$ cat src/itest_pkg.sv
// Constants for the interrupt controller integration test registers
package itest_pkg;

   // --------------------
   // Register offsets (byte addresses within each register window)
   // --------------------
   localparam logic [11:0] CPU_TEST_MODE_CTRL_OFS      = 12'h040;
   localparam logic [11:0] CPU_IRQ_LINE_FORCE_OFS      = 12'h044;
   localparam logic [11:0] CPU_SELECT_TIE_STATUS_OFS   = 12'h050;
   localparam logic [11:0] CPU_QUALIFY_TIE_STATUS_OFS  = 12'h054;
   localparam logic [11:0] DIST_LEGACY_LINE_STATUS_OFS = 12'hdd4;
   localparam logic [11:0] DIST_SELECT_TIE_STATUS_OFS  = 12'hde0;
   localparam logic [11:0] DIST_QUALIFY_TIE_STATUS_OFS = 12'hde4;

   // --------------------
   // Field positions
   // --------------------
   localparam int LEGACY_IRQ_BIT   = 0;
   localparam int LEGACY_FIQ_BIT   = 1;
   localparam int SEC_DISABLE_BIT  = 2;
   localparam int TEST_EN_BIT      = 0;
   localparam int FORCE_IRQ_BIT    = 0;
   localparam int FORCE_FIQ_BIT    = 1;
   localparam int PROT_NONSEC_BIT  = 1;
   localparam int ADDR_W           = 12;

   // --------------------
   // Reset values and bus answers
   // --------------------
   localparam logic       TEST_EN_RST   = 1'b0;
   localparam logic       FORCE_RST     = 1'b0;
   localparam logic       LINE_IDLE_RST = 1'b1;
   localparam logic [1:0] RESP_OKAY     = 2'h0;
   localparam int         MAX_CPU       = 8;
   localparam int         MAX_ID_WIDTH  = 32;

   // Mask keeping the low width bits of a tie-off bus
   function automatic logic [31:0] width_mask(input int width);
      logic [31:0] m;
      m = '0;
      for (int b = 0; b < 32; b++) begin
         m[b] = (b < width);
      end
      return m;
   endfunction

endpackage

$ cat src/itest_bus_port.sv
// Single-beat register slave on the documented read and write channels
`timescale 1ns/100ps
module itest_bus_port #(
   parameter int ID_W = 4
) (
   input  wire logic            i_sys_clk,
   input  wire logic            i_rst_n,
   input  wire logic [31:0]     i_awaddr,
   input  wire logic [ID_W-1:0] i_awid,
   input  wire logic [2:0]      i_awprot,
   input  wire logic            i_awvalid,
   output logic                 o_awready,
   input  wire logic [31:0]     i_wdata,
   input  wire logic [3:0]      i_wstrb,
   input  wire logic            i_wvalid,
   output logic                 o_wready,
   output logic [ID_W-1:0]      o_bid,
   output logic [1:0]           o_bresp,
   output logic                 o_bvalid,
   input  wire logic            i_bready,
   input  wire logic [31:0]     i_araddr,
   input  wire logic [ID_W-1:0] i_arid,
   input  wire logic [2:0]      i_arprot,
   input  wire logic            i_arvalid,
   output logic                 o_arready,
   output logic [31:0]          o_rdata,
   output logic [ID_W-1:0]      o_rid,
   output logic [1:0]           o_rresp,
   output logic                 o_rlast,
   output logic                 o_rvalid,
   input  wire logic            i_rready,
   output logic                 o_wr_en,
   output logic                 o_rd_en,
   input  wire logic [31:0]     i_rd_data
);
   import itest_pkg::*;

   logic            bvalid_q;
   logic [ID_W-1:0] bid_q;
   logic            rvalid_q;
   logic [ID_W-1:0] rid_q;
   logic [31:0]     rdata_q;

   // --------------------
   // Write: address and data are taken together, one beat at a time
   // --------------------
   assign o_wr_en   = i_awvalid && i_wvalid && !bvalid_q;
   assign o_awready = o_wr_en;
   assign o_wready  = o_wr_en;

   always_ff @(posedge i_sys_clk) begin
      if (!i_rst_n) begin
         bvalid_q <= 1'b0;
      end else if (o_wr_en) begin
         bvalid_q <= 1'b1;
      end else if (i_bready) begin
         bvalid_q <= 1'b0;
      end
   end

   always_ff @(posedge i_sys_clk) begin
      if (!i_rst_n) begin
         bid_q <= '0;
      end else if (o_wr_en) begin
         bid_q <= i_awid;
      end
   end

   assign o_bvalid = bvalid_q;
   assign o_bid    = bid_q;
   assign o_bresp  = RESP_OKAY;

   // --------------------
   // Read: data is sampled in the cycle the address is taken
   // --------------------
   assign o_rd_en   = i_arvalid && !rvalid_q;
   assign o_arready = o_rd_en;

   always_ff @(posedge i_sys_clk) begin
      if (!i_rst_n) begin
         rvalid_q <= 1'b0;
      end else if (o_rd_en) begin
         rvalid_q <= 1'b1;
      end else if (i_rready) begin
         rvalid_q <= 1'b0;
      end
   end

   always_ff @(posedge i_sys_clk) begin
      if (!i_rst_n) begin
         rid_q   <= '0;
         rdata_q <= '0;
      end else if (o_rd_en) begin
         rid_q   <= i_arid;
         rdata_q <= i_rd_data;
      end
   end

   assign o_rvalid = rvalid_q;
   assign o_rlast  = rvalid_q;
   assign o_rid    = rid_q;
   assign o_rdata  = rdata_q;
   assign o_rresp  = RESP_OKAY;

endmodule

$ cat src/itest_regs.sv
// Integration test registers of the distributor and the CPU interfaces
//
// Summary of operation
// - Legacy status returns IRQ input bit0, FIQ input bit1, security-disable bit2.
// - One legacy status register exists per CPU interface, in every configuration.
// - All test registers are reachable only by secure accesses.
// - Distributor select-tie status mirrors inputs; bits at/above distributor ID width read 0.
// - Distributor qualify-tie status mirrors inputs; bits beyond distributor ID width read 0.
// - Select and qualify tie status exist only with two or more interfaces.
// - CPU select-tie status mirrors inputs; bits above CPU ID width read 0.
// - CPU qualify-tie status mirrors inputs; bits above CPU ID width read 0.
// - Test enable 0 leaves IRQ/FIQ functional; 1 lets test logic set IRQ, and FIQ only when SEC_SUPPORT is 1.
// - Force bit0 reads current IRQ output level; a write sets it.
// - Force bit1 handles FIQ only with secure support, else reads 0.
// - Up to eight interfaces, each with its own per-interface test registers.
// - Byte, halfword or word accesses; little-endian data only.
// - Reset is active low, clears test enable and force bits to zero, and sets the IRQ/FIQ output lines high.
`timescale 1ns/100ps
module itest_regs #(
   parameter int   NUM_CPU       = 8,
   parameter int   DIST_ID_WIDTH = 8,
   parameter int   CPU_ID_WIDTH  = 8,
   parameter logic SEC_SUPPORT   = 1'b1
) (
   input  wire logic                          i_sys_clk,
   input  wire logic                          i_rst_n,
   // Distributor register port
   input  wire logic [31:0]                   i_d_awaddr,
   input  wire logic [DIST_ID_WIDTH-1:0]      i_d_awid,
   input  wire logic [2:0]                    i_d_awprot,
   input  wire logic                          i_d_awvalid,
   output logic                               o_d_awready,
   input  wire logic [31:0]                   i_d_wdata,
   input  wire logic [3:0]                    i_d_wstrb,
   input  wire logic                          i_d_wvalid,
   output logic                               o_d_wready,
   output logic [DIST_ID_WIDTH-1:0]           o_d_bid,
   output logic [1:0]                         o_d_bresp,
   output logic                               o_d_bvalid,
   input  wire logic                          i_d_bready,
   input  wire logic [31:0]                   i_d_araddr,
   input  wire logic [DIST_ID_WIDTH-1:0]      i_d_arid,
   input  wire logic [2:0]                    i_d_arprot,
   input  wire logic                          i_d_arvalid,
   output logic                               o_d_arready,
   output logic [31:0]                        o_d_rdata,
   output logic [DIST_ID_WIDTH-1:0]           o_d_rid,
   output logic [1:0]                         o_d_rresp,
   output logic                               o_d_rlast,
   output logic                               o_d_rvalid,
   input  wire logic                          i_d_rready,
   // CPU interface register port
   input  wire logic [31:0]                   i_c_awaddr,
   input  wire logic [CPU_ID_WIDTH-1:0]       i_c_awid,
   input  wire logic [2:0]                    i_c_awprot,
   input  wire logic                          i_c_awvalid,
   output logic                               o_c_awready,
   input  wire logic [31:0]                   i_c_wdata,
   input  wire logic [3:0]                    i_c_wstrb,
   input  wire logic                          i_c_wvalid,
   output logic                               o_c_wready,
   output logic [CPU_ID_WIDTH-1:0]            o_c_bid,
   output logic [1:0]                         o_c_bresp,
   output logic                               o_c_bvalid,
   input  wire logic                          i_c_bready,
   input  wire logic [31:0]                   i_c_araddr,
   input  wire logic [CPU_ID_WIDTH-1:0]       i_c_arid,
   input  wire logic [2:0]                    i_c_arprot,
   input  wire logic                          i_c_arvalid,
   output logic                               o_c_arready,
   output logic [31:0]                        o_c_rdata,
   output logic [CPU_ID_WIDTH-1:0]            o_c_rid,
   output logic [1:0]                         o_c_rresp,
   output logic                               o_c_rlast,
   output logic                               o_c_rvalid,
   input  wire logic                          i_c_rready,
   // Observed lines and tie-offs
   input  wire logic [NUM_CPU-1:0]            i_legacy_irq,
   input  wire logic [NUM_CPU-1:0]            i_legacy_fiq,
   input  wire logic                          i_sec_disable,
   input  wire logic [31:0]                   i_dist_select_tie [NUM_CPU],
   input  wire logic [31:0]                   i_dist_qualify_tie [NUM_CPU],
   input  wire logic [31:0]                   i_cpu_select_tie [NUM_CPU],
   input  wire logic [31:0]                   i_cpu_qualify_tie [NUM_CPU],
   // Functional interrupt line levels and the driven outputs
   input  wire logic [NUM_CPU-1:0]            i_func_irq_n,
   input  wire logic [NUM_CPU-1:0]            i_func_fiq_n,
   output logic [NUM_CPU-1:0]                 o_irq_n,
   output logic [NUM_CPU-1:0]                 o_fiq_n
);
   import itest_pkg::*;

   localparam int          IDX_W      = (NUM_CPU > 1) ? $clog2(NUM_CPU) : 1;
   localparam logic        MULTI_CPU  = (NUM_CPU >= 2);
   localparam logic [31:0] DIST_MASK  = width_mask(DIST_ID_WIDTH);
   localparam logic [31:0] CPU_MASK   = width_mask(CPU_ID_WIDTH);

   logic [31:0]        dsel_m  [NUM_CPU];
   logic [31:0]        dqual_m [NUM_CPU];
   logic [31:0]        csel_m  [NUM_CPU];
   logic [31:0]        cqual_m [NUM_CPU];
   logic [NUM_CPU-1:0] test_en_q;
   logic [NUM_CPU-1:0] force_irq_q;
   logic [NUM_CPU-1:0] force_fiq_q;
   logic [NUM_CPU-1:0] irq_n_q;
   logic [NUM_CPU-1:0] fiq_n_q;
   logic               d_wr_en;
   logic               d_rd_en;
   logic               c_wr_en;
   logic               c_rd_en;
   logic [31:0]        d_rd_data;
   logic [31:0]        c_rd_data;
   logic [IDX_W-1:0]   d_rd_idx;
   logic [IDX_W-1:0]   c_rd_idx;
   logic [IDX_W-1:0]   c_wr_idx;
   logic               c_wr_secure;

   // --------------------
   // Tie-off views, cut to the configured ID width
   // --------------------
   generate
      for (genvar n = 0; n < NUM_CPU; n++) begin : g_tie
         assign dsel_m[n]  = MULTI_CPU ? (i_dist_select_tie[n] & DIST_MASK) : '0;
         assign dqual_m[n] = MULTI_CPU ? (i_dist_qualify_tie[n] & DIST_MASK) : '0;
         assign csel_m[n]  = MULTI_CPU ? (i_cpu_select_tie[n] & CPU_MASK) : '0;
         assign cqual_m[n] = MULTI_CPU ? (i_cpu_qualify_tie[n] & CPU_MASK) : '0;
      end
   endgenerate

   // Lowest interface whose qualified select matches the transaction ID
   function automatic logic [IDX_W-1:0] owner(input logic [31:0] id,
                                              input logic [31:0] sel [NUM_CPU],
                                              input logic [31:0] qual [NUM_CPU]);
      logic [IDX_W-1:0] r;
      r = '0;
      for (int k = NUM_CPU - 1; k >= 0; k--) begin
         if ((id & qual[k]) == (sel[k] & qual[k])) begin
            r = IDX_W'(k);
         end
      end
      return r;
   endfunction

   assign d_rd_idx = owner(32'(i_d_arid), dsel_m, dqual_m);
   assign c_rd_idx = owner(32'(i_c_arid), csel_m, cqual_m);
   assign c_wr_idx = owner(32'(i_c_awid), csel_m, cqual_m);
   assign c_wr_secure = !i_c_awprot[PROT_NONSEC_BIT];

   // --------------------
   // Bus ports
   // --------------------
   itest_bus_port #(.ID_W(DIST_ID_WIDTH)) u_dist_port (
      .i_sys_clk (i_sys_clk),
      .i_rst_n   (i_rst_n),
      .i_awaddr  (i_d_awaddr),
      .i_awid    (i_d_awid),
      .i_awprot  (i_d_awprot),
      .i_awvalid (i_d_awvalid),
      .o_awready (o_d_awready),
      .i_wdata   (i_d_wdata),
      .i_wstrb   (i_d_wstrb),
      .i_wvalid  (i_d_wvalid),
      .o_wready  (o_d_wready),
      .o_bid     (o_d_bid),
      .o_bresp   (o_d_bresp),
      .o_bvalid  (o_d_bvalid),
      .i_bready  (i_d_bready),
      .i_araddr  (i_d_araddr),
      .i_arid    (i_d_arid),
      .i_arprot  (i_d_arprot),
      .i_arvalid (i_d_arvalid),
      .o_arready (o_d_arready),
      .o_rdata   (o_d_rdata),
      .o_rid     (o_d_rid),
      .o_rresp   (o_d_rresp),
      .o_rlast   (o_d_rlast),
      .o_rvalid  (o_d_rvalid),
      .i_rready  (i_d_rready),
      .o_wr_en   (d_wr_en),
      .o_rd_en   (d_rd_en),
      .i_rd_data (d_rd_data)
   );

   itest_bus_port #(.ID_W(CPU_ID_WIDTH)) u_cpu_port (
      .i_sys_clk (i_sys_clk),
      .i_rst_n   (i_rst_n),
      .i_awaddr  (i_c_awaddr),
      .i_awid    (i_c_awid),
      .i_awprot  (i_c_awprot),
      .i_awvalid (i_c_awvalid),
      .o_awready (o_c_awready),
      .i_wdata   (i_c_wdata),
      .i_wstrb   (i_c_wstrb),
      .i_wvalid  (i_c_wvalid),
      .o_wready  (o_c_wready),
      .o_bid     (o_c_bid),
      .o_bresp   (o_c_bresp),
      .o_bvalid  (o_c_bvalid),
      .i_bready  (i_c_bready),
      .i_araddr  (i_c_araddr),
      .i_arid    (i_c_arid),
      .i_arprot  (i_c_arprot),
      .i_arvalid (i_c_arvalid),
      .o_arready (o_c_arready),
      .o_rdata   (o_c_rdata),
      .o_rid     (o_c_rid),
      .o_rresp   (o_c_rresp),
      .o_rlast   (o_c_rlast),
      .o_rvalid  (o_c_rvalid),
      .i_rready  (i_c_rready),
      .o_wr_en   (c_wr_en),
      .o_rd_en   (c_rd_en),
      .i_rd_data (c_rd_data)
   );

   // --------------------
   // Distributor read data (nothing in this window is writable)
   // --------------------
   always_comb begin
      d_rd_data = '0;
      if (!i_d_arprot[PROT_NONSEC_BIT]) begin
         case (i_d_araddr[ADDR_W-1:2])
            DIST_LEGACY_LINE_STATUS_OFS[ADDR_W-1:2]: begin
               d_rd_data[LEGACY_IRQ_BIT]  = i_legacy_irq[d_rd_idx];
               d_rd_data[LEGACY_FIQ_BIT]  = i_legacy_fiq[d_rd_idx];
               d_rd_data[SEC_DISABLE_BIT] = i_sec_disable;
            end
            DIST_SELECT_TIE_STATUS_OFS[ADDR_W-1:2]: begin
               d_rd_data = dsel_m[d_rd_idx];
            end
            DIST_QUALIFY_TIE_STATUS_OFS[ADDR_W-1:2]: begin
               d_rd_data = dqual_m[d_rd_idx];
            end
            default: begin
               d_rd_data = '0;
            end
         endcase
      end
   end

   // --------------------
   // CPU interface read data
   // --------------------
   always_comb begin
      c_rd_data = '0;
      if (!i_c_arprot[PROT_NONSEC_BIT]) begin
         case (i_c_araddr[ADDR_W-1:2])
            CPU_TEST_MODE_CTRL_OFS[ADDR_W-1:2]: begin
               c_rd_data[TEST_EN_BIT] = test_en_q[c_rd_idx];
            end
            CPU_IRQ_LINE_FORCE_OFS[ADDR_W-1:2]: begin
               c_rd_data[FORCE_IRQ_BIT] = irq_n_q[c_rd_idx];
               c_rd_data[FORCE_FIQ_BIT] = SEC_SUPPORT && fiq_n_q[c_rd_idx];
            end
            CPU_SELECT_TIE_STATUS_OFS[ADDR_W-1:2]: begin
               c_rd_data = csel_m[c_rd_idx];
            end
            CPU_QUALIFY_TIE_STATUS_OFS[ADDR_W-1:2]: begin
               c_rd_data = cqual_m[c_rd_idx];
            end
            default: begin
               c_rd_data = '0;
            end
         endcase
      end
   end

   // --------------------
   // Per-interface test enable, force and output lines
   // --------------------
   generate
      for (genvar n = 0; n < NUM_CPU; n++) begin : g_cpu
         logic wr_hit;
         // Only byte lane 0 carries live bits
         assign wr_hit = c_wr_en && c_wr_secure && i_c_wstrb[0]
                         && (c_wr_idx == IDX_W'(n));

         always_ff @(posedge i_sys_clk) begin
            if (!i_rst_n) begin
               test_en_q[n] <= TEST_EN_RST;
            end else if (wr_hit &&
                         i_c_awaddr[ADDR_W-1:2] == CPU_TEST_MODE_CTRL_OFS[ADDR_W-1:2]) begin
               test_en_q[n] <= i_c_wdata[TEST_EN_BIT];
            end
         end

         always_ff @(posedge i_sys_clk) begin
            if (!i_rst_n) begin
               force_irq_q[n] <= FORCE_RST;
               force_fiq_q[n] <= FORCE_RST;
            end else if (wr_hit &&
                         i_c_awaddr[ADDR_W-1:2] == CPU_IRQ_LINE_FORCE_OFS[ADDR_W-1:2]) begin
               force_irq_q[n] <= i_c_wdata[FORCE_IRQ_BIT];
               force_fiq_q[n] <= SEC_SUPPORT && i_c_wdata[FORCE_FIQ_BIT];
            end
         end

         // Output lines idle high; functional levels pass unless test enabled, and FIQ passes always when SEC_SUPPORT is 0
         always_ff @(posedge i_sys_clk) begin
            if (!i_rst_n) begin
               irq_n_q[n] <= LINE_IDLE_RST;
               fiq_n_q[n] <= LINE_IDLE_RST;
            end else if (test_en_q[n]) begin
               irq_n_q[n] <= force_irq_q[n];
               fiq_n_q[n] <= SEC_SUPPORT ? force_fiq_q[n] : i_func_fiq_n[n];
            end else begin
               irq_n_q[n] <= i_func_irq_n[n];
               fiq_n_q[n] <= i_func_fiq_n[n];
            end
         end
      end
   endgenerate

   assign o_irq_n = irq_n_q;
   assign o_fiq_n = fiq_n_q;

endmodule

$ cat config.mk
export PLATFORM = sky130hd
export DESIGN_NAME = itest_regs
export DESIGN_NICKNAME = d
export VERILOG_FILES = /design/src/itest_pkg.sv /design/src/itest_bus_port.sv /design/src/itest_regs.sv
export SDC_FILE = /design/constraint.sdc
export NUM_CORES = 1
export LEC_CHECK = 0
export BUFFER_PORTS_ARGS = -buffer_cell sky130_fd_sc_hd__buf_4
export CAP_MARGIN = 20
export CORE_AREA = 8 8 560 562
export DETAILED_ROUTE_END_ITERATION = 12
export DIE_AREA = 0 0 568 570
export PLACE_DENSITY = 0.3
export SLEW_MARGIN = 20
export SYNTH_ARGS = -nofsm -noshare
export SYNTH_HDL_FRONTEND = slang
export SYNTH_SLANG_ARGS = --single-unit
$ cat constraint.sdc
create_clock -name i_sys_clk -period 4.3 [get_ports i_sys_clk]
set_input_delay 0.645 -clock i_sys_clk [delete_from_list [all_inputs] [get_ports i_sys_clk]]
set_output_delay 0.645 -clock i_sys_clk [all_outputs]
set_load 0.05 [all_outputs]
==> results of run 1 <==
worst register-to-register path, delay by kind of cell (launching register included):
family | cells | cell delay, ns
AO/OA/AOI/OAI | 3 | 0.60
buffers and inverters | 2 | 0.38
flip-flops | 1 | 0.35
AND/OR/NAND/NOR | 4 | 1.61
final cells by class:
cell class | count | share of cell area
clock inverters | 7 | 0.00431
inverters | 14 | 0.00283
multi-input cells | 1050 | 0.398
clock buffers | 9 | 0.0121
well taps | 3997 | 0.269
repair buffers | 519 | 0.212
diodes | 16 | 0.00216
flip-flops and latches | 92 | 0.0992
synth_stat cells, types with 4 or more instances:
master and number:
xor2_1 192, nand2_1 166, mux2i_1 120, a22oi_1 99
dfxtp_1 92, buf_4 76, nand3_1 44, nand4_1 41
clkbuf_1 34, nor2b_1 33, a21boi_0 29, o211ai_1 22
nor2_1 21, o21ai_0 21, mux2_2 17, a32oi_1 15
buf_2 13, a211oi_1 12, and4_1 12, a21oi_1 11
a31oi_1 11, inv_1 11, buf_6 10, a211o_1 8
and2_1 8, nand2b_1 7, o2111ai_1 7, o22a_1 7
a2111oi_0 6, nand3b_1 6, nor3_1 6, o31ai_1 6
a22o_1 5, and3_1 5, o211a_1 5, nor4_1 4
o221ai_1 4
logic make-up (layout without fill, tap and decap cells):
logic type                count (synthesis)  in the layout
AOI/OAI and AO/OA                       291            291
other                                     1             72
buffers and inverters                   150            549
xor gates and xnor gates                192            192
muxes                                   137            137
DFF                                      92             92
and+or+nand+nor                         374            374
state kept, by name (all words and copies together) (netlist names):
signal / count
u_dist_port.o_rlast: 1
u_cpu_port.o_bvalid: 1
u_dist_port.o_bid: 8
u_dist_port.o_rdata: 8
u_dist_port.o_rid: 8
force_irq_q: 8
u_dist_port.o_bvalid: 1
u_cpu_port.o_rdata: 8
test_en_q: 8
u_cpu_port.o_rlast: 1
u_cpu_port.o_rid: 8
o_irq_n: 8
u_cpu_port.o_bid: 8
force_fiq_q: 8
o_fiq_n: 8
power by group through the flow:
stage               Sequential [mW]  Clock, mW  Combinational, mW
global route                  0.907       1.02               2.53
floorplan                      1.00          0               1.17
finish                        0.904      0.946               2.37
CTS                           0.905       1.02               2.42
global placement              0.924          0               2.42
detailed placement            0.925          0               2.41
path summary, 6_finish.rpt:
path                                           start                     end  slack (ns)  depth (start not counted)
worst min-delay path                 i_func_fiq_n[6]              o_fiq_n[6]        0.43                          3
worst max-delay path                     i_c_arid[6]   u_cpu_port.o_rdata[1]        0.73                         12
worst min register to register  u_dist_port.o_rid[1]    u_dist_port.o_rid[1]        0.47                          2
worst max register to register   u_dist_port.o_rlast  u_dist_port.o_rdata[2]        1.29                          9
layer usage:
| layer | vias up | part of all wire | track usage |
|---|---|---|---|
| met5 | - | 0.00050 | 0 |
| met3 | 192 | 0.057 | 0.0160 |
| li1 | 5363 | - | - |
| met2 | 644 | 0.55 | 0.130 |
| met1 | 5691 | 0.36 | 0.0663 |
| met4 | 8 | 0.028 | 0.0185 |
==> run_results.csv, run 1 <==
group,metric,value,unit
floorplanning,die_w,568,µm
logic_synthesis,syn_area,0.00997,mm²
floorplanning,die_area,0.324,mm²
power,fin_total_pwr,4.22,mW
logic_synthesis,synth_xor_xnor_area_share,0.169,
detailed_routing,detail_route.wl_per_cell,19.3,µm
cts,ctsHoldBuffers,0,
cts,cts_tree,"yes",
logic_synthesis,synthCells,1237,
logic_synthesis,syn_avg_cell_area,8.06,µm²
placement,place_area,0.0182,mm²
power,sequentialPowerShare,0.214,
setup_path,critPathBufInv,3,
timing,fin_crit_sh,0.830,
logic_synthesis,synth_fa_ha_area_frac,0,
placement,place.gp.congestion,0.807,
logic_synthesis,synth_seq_cells,92,
finish,syn_to_final_growth,86.3,%
timing,grt_setup_unrepaired,"false",
timing,whs,0.435,ns
finish,final_util,0.0610,
cts,htree_levels,3,
timing,fin_skew,0.0163,ns
placement,pre_cts_ws,0.160,ns
finish,drive_above_1_share,0.338,
cts,clk_pin_slew_worst_paths,0.09,ns
flow_run,maxCapViolCount,0,
logic_synthesis,synthFlopType,"dfxtp_1",
detailed_routing,wl,110000,µm
min_path,min_path_type,"input pin to register",
grt,grt_pass1_wl,137000,µm
outcome,status,"complete, no violations",
grt,track_usage,0.0651,
cts,numCtsBuffers,9,
power,ir_drop,0.208,mV
finish,fin_cells,5704,
logic_synthesis,synth_top_family_by_area,"compound AO/OA/AOI/OAI gates",
floorplanning,rows,203,
logic_synthesis,synth-edff-count,0,
finish,fillers,35884,
logic_synthesis,synthSimpleGateAreaFrac,0.190,
setup_path,start_kind,"input pin",
grt,overflow,0,
logic_synthesis,synthMuxAreaShare,0.140,
setup_path,critPathCaptureType,"register",
power,p_int,2.16,mW
setup_path,required,4.60,ns
floorplanning,ios,1445,
timing,worst_pin_slew,0.807,ns
setup_path,cp.arrival,3.87,ns
logic_synthesis,yosysUniqueCellTypes,71,
power,p_comb_frac,0.562,
logic_synthesis,async_flop_share,0,
logic_synthesis,synth-compound-area-share,0.221,
cts,cts_sinks,92,
setup_path,path_class,"input pin to register",
logic_synthesis,synth_largest_area_cell,"dfxtp_1",
detailed_routing,ant_nets,0,
power,p_sw_frac,0.488,
logic_synthesis,synthTopCellsByArea,"dfxtp_1 (18%), xor2_1 (17%), mux2i_1 (12%)",
detailed_routing,via_per_inst,2.09,
grt,grt_max_degree,58,
grt,grt_antenna_before_repair,112,
setup_path,cp_top_family,"simple AND/OR/NAND/NOR gates",
cts,cts_buffer_depth,2,
cts,cts-root-buf,"clkbuf_16",
detailed_routing,vias,11898,
placement,portBuffers,444,
cts,insertion_delay,0.42,ns
setup_path,cpMostUsedCell,"buf_4",
power,power_density,227,mW/mm²
floorplanning,core-area,0.305,mm²
floorplanning,die_h,570,µm
placement,dp_hpwl,101000,µm
detailed_routing,initialDrtViolationCount,722,
timing,max_slew_margin,0.460,
power,leakagePower,6.67,nW
timing,finalHoldViolCount,0,
grt,grt_pass1_vias,12342,
finish,final_cell_mix,"buf_4 (515), xor2_1 (192), nand2_1 (166)",
setup_path,crit_path_max_incr_delay,0.54,ns
power,switchingPower,2.06,mW
timing,drv_slew,0,
timing,timing.final.ws_setup,0.731,ns
placement,placed_cells,5672,
finish,stdcell_area,0.0186,mm²
timing,setup-tns-final,0,ns
cts,cts_resized,0,
finish,final_nets,2999,
logic_synthesis,yosys_warnings,0,
finish,regArea,0.00184,mm²
timing,min_period,3.57,ns
floorplanning,initial_core_util,0.0327,
setup_path,critPathMaxFanout,26,
setup_path,path_cells,"buf_4 > xor2_1 > a22oi_1 > and4_1 > nor3_2 > buf_4 > a211oi_4 > buf_4 > mux2i_1 > a22oi_1 > nand4_1 > nand4_1",
detailed_routing,drc,0,
timing,setup_viol,0,
finish,multiInputGateArea,0.00739,mm²
logic_synthesis,yosysSeqAreaShare,0.185,
logic_synthesis,synth_top_area_share,0.185,
setup_path,cpMaxStageDelayCell,"and4_1",
power,clock_power_share,0.224,
cts,cts_setup_buffers,0,
detailed_routing,drt_pass1_iterations,5,
timing,fmax,0.280,GHz
finish,final_common_cell,"buf_4",
Note: power is estimated with default switching activity, not from simulation.
==> run 2, diff against run 1 <==
Settings changed: CORE_AREA 8 8 560 562 to 8 8 561 563, DIE_AREA 0 0 568 570 to 0 0 569 571.
Clock period 4.3 ns to 3.4 ns, I/O delays scaled along.
==> run 2 against run 1 <==
Against the previous run: combinational power is 42% higher; design area is 5.8% higher; via count rose by 2.8%; critical path depth rose by 2; highest routed layer unchanged; clock skew increased by 0.0068 ns; count of clock-buffer cells in the layout up 1; worst hold slack got worse by 0.14 ns.
==> run_results.csv, run 2 (synthesized netlist as in run 1, its figures left out) <==
group,metric,value,unit
cts,ctsHoldBuffers,0,
placement,portBuffers,444,
power,leakagePower,7.21,nW
placement,placed_cells,5872,
outcome,status,"complete, no violations",
timing,setup-tns-final,0,ns
finish,fillers,36001,
setup_path,critPathMaxFanout,26,
floorplanning,die_h,571,µm
detailed_routing,vias,12234,
finish,final_nets,3096,
cts,cts_buffer_depth,2,
cts,clk_pin_slew_worst_paths,0.11,ns
finish,final_util,0.0644,
timing,finalHoldViolCount,0,
detailed_routing,ant_nets,0,
cts,cts_sinks,92,
finish,drive_above_1_share,0.378,
timing,min_period,3.29,ns
cts,cts_setup_buffers,0,
placement,place_area,0.0192,mm²
finish,syn_to_final_growth,97.1,%
cts,insertion_delay,0.42,ns
finish,final_common_cell,"buf_4",
timing,timing.final.ws_setup,0.110,ns
cts,numCtsBuffers,9,
power,ir_drop,0.220,mV
timing,drv_slew,0,
detailed_routing,detail_route.wl_per_cell,18.0,µm
cts,htree_levels,3,
floorplanning,die_w,569,µm
power,fin_total_pwr,5.86,mW
placement,pre_cts_ws,-0.469,ns
setup_path,path_class,"input pin to register",
detailed_routing,drc,0,
floorplanning,rows,203,
power,power_density,298,mW/mm²
floorplanning,core-area,0.305,mm²
setup_path,required,3.69,ns
placement,dp_hpwl,96400,µm
grt,grt_antenna_before_repair,74,
flow_run,maxCapViolCount,0,
min_path,min_path_type,"input pin to register",
timing,fmax,0.304,GHz
detailed_routing,wl,106000,µm
grt,overflow,0,
timing,grt_setup_unrepaired,"false",
timing,fin_skew,0.0231,ns
floorplanning,initial_core_util,0.0327,
finish,fin_cells,5900,
grt,grt_pass1_wl,134000,µm
cts,cts-root-buf,"clkbuf_16",
floorplanning,ios,1445,
grt,grt_pass1_vias,12943,
timing,max_slew_margin,0.439,
timing,worst_pin_slew,0.838,ns
setup_path,start_kind,"input pin",
cts,cts_tree,"yes",
detailed_routing,initialDrtViolationCount,748,
floorplanning,die_area,0.325,mm²
timing,whs,0.298,ns
timing,setup_viol,0,
finish,final_cell_mix,"buf_4 (600), xor2_1 (192), nand2_1 (166)",
grt,grt_max_degree,61,
placement,place.gp.congestion,0.820,
grt,track_usage,0.0624,
finish,stdcell_area,0.0196,mm²
timing,fin_crit_sh,0.968,
setup_path,critPathCaptureType,"register",
detailed_routing,drt_pass1_iterations,5,
detailed_routing,via_per_inst,2.07,
setup_path,cp.arrival,3.58,ns
==> run 2: final timing paths <==
check	startpoint	end	slack, ns	cells past startpoint
max	i_c_arid[6]	u_cpu_port.o_rdata[1]	0.11	14
min	i_func_fiq_n[7]	o_fiq_n[7]	0.30	3
max reg2reg	u_cpu_port.o_rlast	u_cpu_port.o_rdata[0]	0.61	9
min reg2reg	force_irq_q[0]	o_irq_n[0]	0.46	2
==> run 2: repair_timing <==
action,4_1_cts,5_1_grt
pin swaps,0,1
gates resized for setup,1,7
endpoints found under the setup margin,1,7
==> run 2: critical path, stage by stage <==
cell,delay (ns)
buf_4,0.17
xor2_1,0.17
a22oi_1,0.32
and4_1,0.42
buf_12,0.16
nor3_2,0.05
buf_4,0.16
a211oi_4,0.31
buf_12,0.25
mux2i_2,0.41
buf_4,0.21
a22o_1,0.12
a211o_1,0.16
nand4_1,0.09
==> run 2: layer usage <==
| metal | GRT usage | routed length [µm] | vias up | part of all wire |
|---|---|---|---|---|
| met3 | 0.0122 | 5490 | 167 | 0.052 |
| met5 | 0 | 11 | - | 0.00010 |
| met1 | 0.0635 | 38500 | 5928 | 0.36 |
| met2 | 0.124 | 58400 | 601 | 0.55 |
| li1 | - | - | 5536 | - |
| met4 | 0.0229 | 4090 | 2 | 0.038 |
==> run 2: area by class of cell <==
class / count / area (µm²) / area share
Antenna cell: 12 / 30.0 / 0.00153
Clock buffer: 10 / 229 / 0.0117
Clock inverter: 6 / 100 / 0.00510
Inverter: 14 / 52.6 / 0.00267
Multi-Input combinational cell: 1050 / 7440 / 0.379
Sequential cell: 92 / 1840 / 0.0938
Tap cell: 4100 / 5130 / 0.261
Timing Repair Buffer: 616 / 4820 / 0.246
==> run 2: where the power goes <==
part	total (mW)	switching, mW	internal (mW)
registers	1.14	0.0247	1.11
clock network	1.36	0.698	0.667
logic	3.36	2.03	1.33
==> run 3, diff against run 2 <==
--- a/config.mk
+++ b/config.mk
@@ -10,2 +10,3 @@
 export CORE_AREA = 8 8 561 563
+export CTS_CLUSTER_SIZE = 16
 export DETAILED_ROUTE_END_ITERATION = 12
==> constraint.sdc (replaced) <==
create_clock -name i_sys_clk -period 3.4 [get_ports i_sys_clk]
set_input_delay 0.68 -clock i_sys_clk [delete_from_list [all_inputs] [get_ports i_sys_clk]]
set_output_delay 0.68 -clock i_sys_clk [all_outputs]
set_load 0.05 [all_outputs]
==> run 3 against run 2 <==
Against the previous run: combinational power is 6.5% higher; non-clock buffer count is 81 higher; final cell count is 1.4% higher; register-to-register slack better by 0.14 ns; die area stayed put; global-route usage is 0.11 points higher; worst hold slack better by 0.17 ns; sequential share of layout area is 0.32 points lower; design area is 3.6% higher; clock skew is 0.0097 ns higher; power is 2.4% higher; wire length is 1.9% higher; largest cell class unchanged.
==> run_results.csv, run 3 (synthesized netlist as in run 1, its figures left out) <==
group,metric,value,unit
grt,grt_max_degree,61,
floorplanning,die_h,571,µm
timing,fin_skew,0.0328,ns
placement,place.gp.congestion,0.814,
grt,grt_pass1_vias,13393,
grt,track_usage,0.0635,
floorplanning,die_area,0.325,mm²
setup_path,r2r-end,"force_irq_q[7]",
timing,drv_slew,0,
floorplanning,ios,1445,
grt,grt_antenna_before_repair,63,
placement,place_area,0.0199,mm²
detailed_routing,vias,12452,
setup_path,critPathCaptureType,"register",
timing,min_period,3.34,ns
detailed_routing,drt_pass1_iterations,7,
timing,fmax,0.300,GHz
power,sequentialPowerShare,0.189,
timing,whs,0.467,ns
timing,finalHoldViolCount,0,
placement,pre_cts_ws,-0.718,ns
floorplanning,initial_core_util,0.0327,
setup_path,r2r_slack,0.75,ns
timing,fin_crit_sh,0.981,
power,p_sw_frac,0.482,
power,switchingPower,2.89,mW
cts,ctsHoldBuffers,0,
detailed_routing,via_per_inst,2.08,
detailed_routing,drc,0,
placement,dp_hpwl,98300,µm
setup_path,path_class,"input pin to register",
detailed_routing,initialDrtViolationCount,808,
grt,grt_pass1_wl,137000,µm
setup_path,required,3.71,ns
min_path,min_path_type,"register to register",
detailed_routing,wl,108000,µm
outcome,status,"complete, no violations",
setup_path,critPathMaxFanout,19,
cts,insertion_delay,0.44,ns
timing,setup_viol,0,
cts,cts_buffer_depth,2,
finish,stdcell_area,0.0203,mm²
cts,htree_levels,3,
floorplanning,core-area,0.305,mm²
cts,cts-root-buf,"clkbuf_16",
cts,numCtsBuffers,9,
cts,cts_sinks,92,
power,p_int,3.11,mW
cts,cts_tree,"yes",
timing,timing.final.ws_setup,0.0639,ns
grt,overflow,0,
timing,worst_pin_slew,0.639,ns
min_path,min_path_cells,2,
finish,fillers,36021,
min_path,hold_path_end,"u_cpu_port.o_rdata[7]",
power,p_comb_frac,0.596,
floorplanning,die_w,569,µm
power,leakagePower,7.61,nW
finish,syn_to_final_growth,104,%
finish,final_cell_mix,"buf_4 (676), xor2_1 (192), nand2_1 (166)",
placement,portBuffers,444,
detailed_routing,detail_route.wl_per_cell,18.1,µm
timing,grt_setup_unrepaired,"false",
floorplanning,rows,203,
power,power_density,295,mW/mm²
detailed_routing,ant_nets,0,
flow_run,maxCapViolCount,0,
power,ir_drop,0.237,mV
setup_path,r2r_cells,8,
power,clock_power_share,0.215,
setup_path,cp.arrival,3.65,ns
min_path,min_from,"u_cpu_port.o_rdata[7]",
cts,clk_pin_slew_worst_paths,0.10,ns
finish,final_common_cell,"buf_4",
finish,final_nets,3177,
timing,max_slew_margin,0.568,
setup_path,start_kind,"input pin",
setup_path,reg2reg_from,"u_cpu_port.o_bvalid",
finish,drive_above_1_share,0.410,
-- run 3: cell count changes in the layout (fill, tap and decap cells not counted), moves of 3 or more --
| cell | before | now |
|---|---|---|
| buf_12 | 16 | 19 |
| a2111oi_2 | 0 | 3 |
| buf_4 | 600 | 676 |
| a2111oi_0 | 5 | 1 |
-- run 3: cell type report --
cell class                      count  area (µm²)  area share
Sequential cell                    92        1840      0.0905
Clock inverter                      7        80.1     0.00394
Antenna cell                       11        27.5     0.00135
Inverter                           14        52.6     0.00258
Tap cell                         4100        5130       0.252
Timing Repair Buffer              697        5480       0.269
Clock buffer                        9         225      0.0111
Multi-Input combinational cell   1050        7510       0.369
-- run 3: how the worst max path moves through the flow --
| stage | startpoint | endpoint | slack [ns] | depth (start not counted) |
|---|---|---|---|---|
| after floorplan | i_c_arid[3] | u_cpu_port.o_rdata[1] | 0.51 | 10 |
| after global placement | i_c_arid[6] | u_cpu_port.o_rdata[5] | -0.74 | 15 |
| after detailed placement | i_c_arid[6] | u_cpu_port.o_rdata[5] | -0.72 | 15 |
| after CTS | i_c_arid[6] | u_cpu_port.o_rdata[1] | 0.006 | 12 |
| after global routing | i_c_arid[7] | u_cpu_port.o_rdata[1] | 0.006 | 14 |
| final | i_c_arid[6] | u_cpu_port.o_rdata[4] | 0.06 | 15 |
-- run 3: routing by layer --
layer | vias to the layer above | share of wire | GRT usage
li1 | 5690 | - | -
met1 | 6042 | 0.37 | 0.0658
met2 | 577 | 0.55 | 0.127
met3 | 139 | 0.049 | 0.0122
met4 | 4 | 0.030 | 0.0194
met5 | - | 0.00019 | 0
-- run 3: power groups by stage --
stage / Sequential [mW] / Combinational, mW / Clock, mW
finish: 1.14 / 3.58 / 1.29
global route: 1.14 / 3.78 / 1.40
CTS: 1.14 / 3.60 / 1.40
detailed placement: 1.16 / 3.55 / 0
global placement: 1.16 / 3.57 / 0
floorplan: 1.27 / 1.48 / 0
-- run 3: per-stage QoR --
| stage | cells | utilization | power (mW) | TNS, ns |
|---|---|---|---|---|
| 2_1_floorplan | 1292 | - | 2.75 | 0 |
| 3_3_place_gp | 5952 | 0.0652 | 4.73 | -5.35 |
| 3_5_place_dp | 5952 | 0.0652 | 4.71 | -5.15 |
| 4_1_cts | 5968 | 0.0664 | 6.14 | 0 |
| 5_1_grt | 5979 | 0.0667 | 6.31 | 0 |
| 6_report | 5980 | 0.0667 | 6.00 | 0 |
-- run 3: timing repair --
action | 4_1_cts | 5_1_grt
pin swaps | 0 | 2
setup buffers | 0 | 1
endpoints found under the setup margin | 8 | 8
resized for setup | 13 | 16
hold endpoints to repair | 0 | 0
-- run 3: worst max-delay path, cell delays in order --
cell	delay (ns)
buf_4	0.17
xor2_1	0.18
a22oi_2	0.28
and4_4	0.32
buf_12	0.12
nor3_2	0.04
buf_4	0.15
a211oi_4	0.34
buf_12	0.24
mux2i_2	0.45
buf_4	0.22
a32oi_1	0.05
buf_4	0.16
nand4_1	0.08
nand3_1	0.07
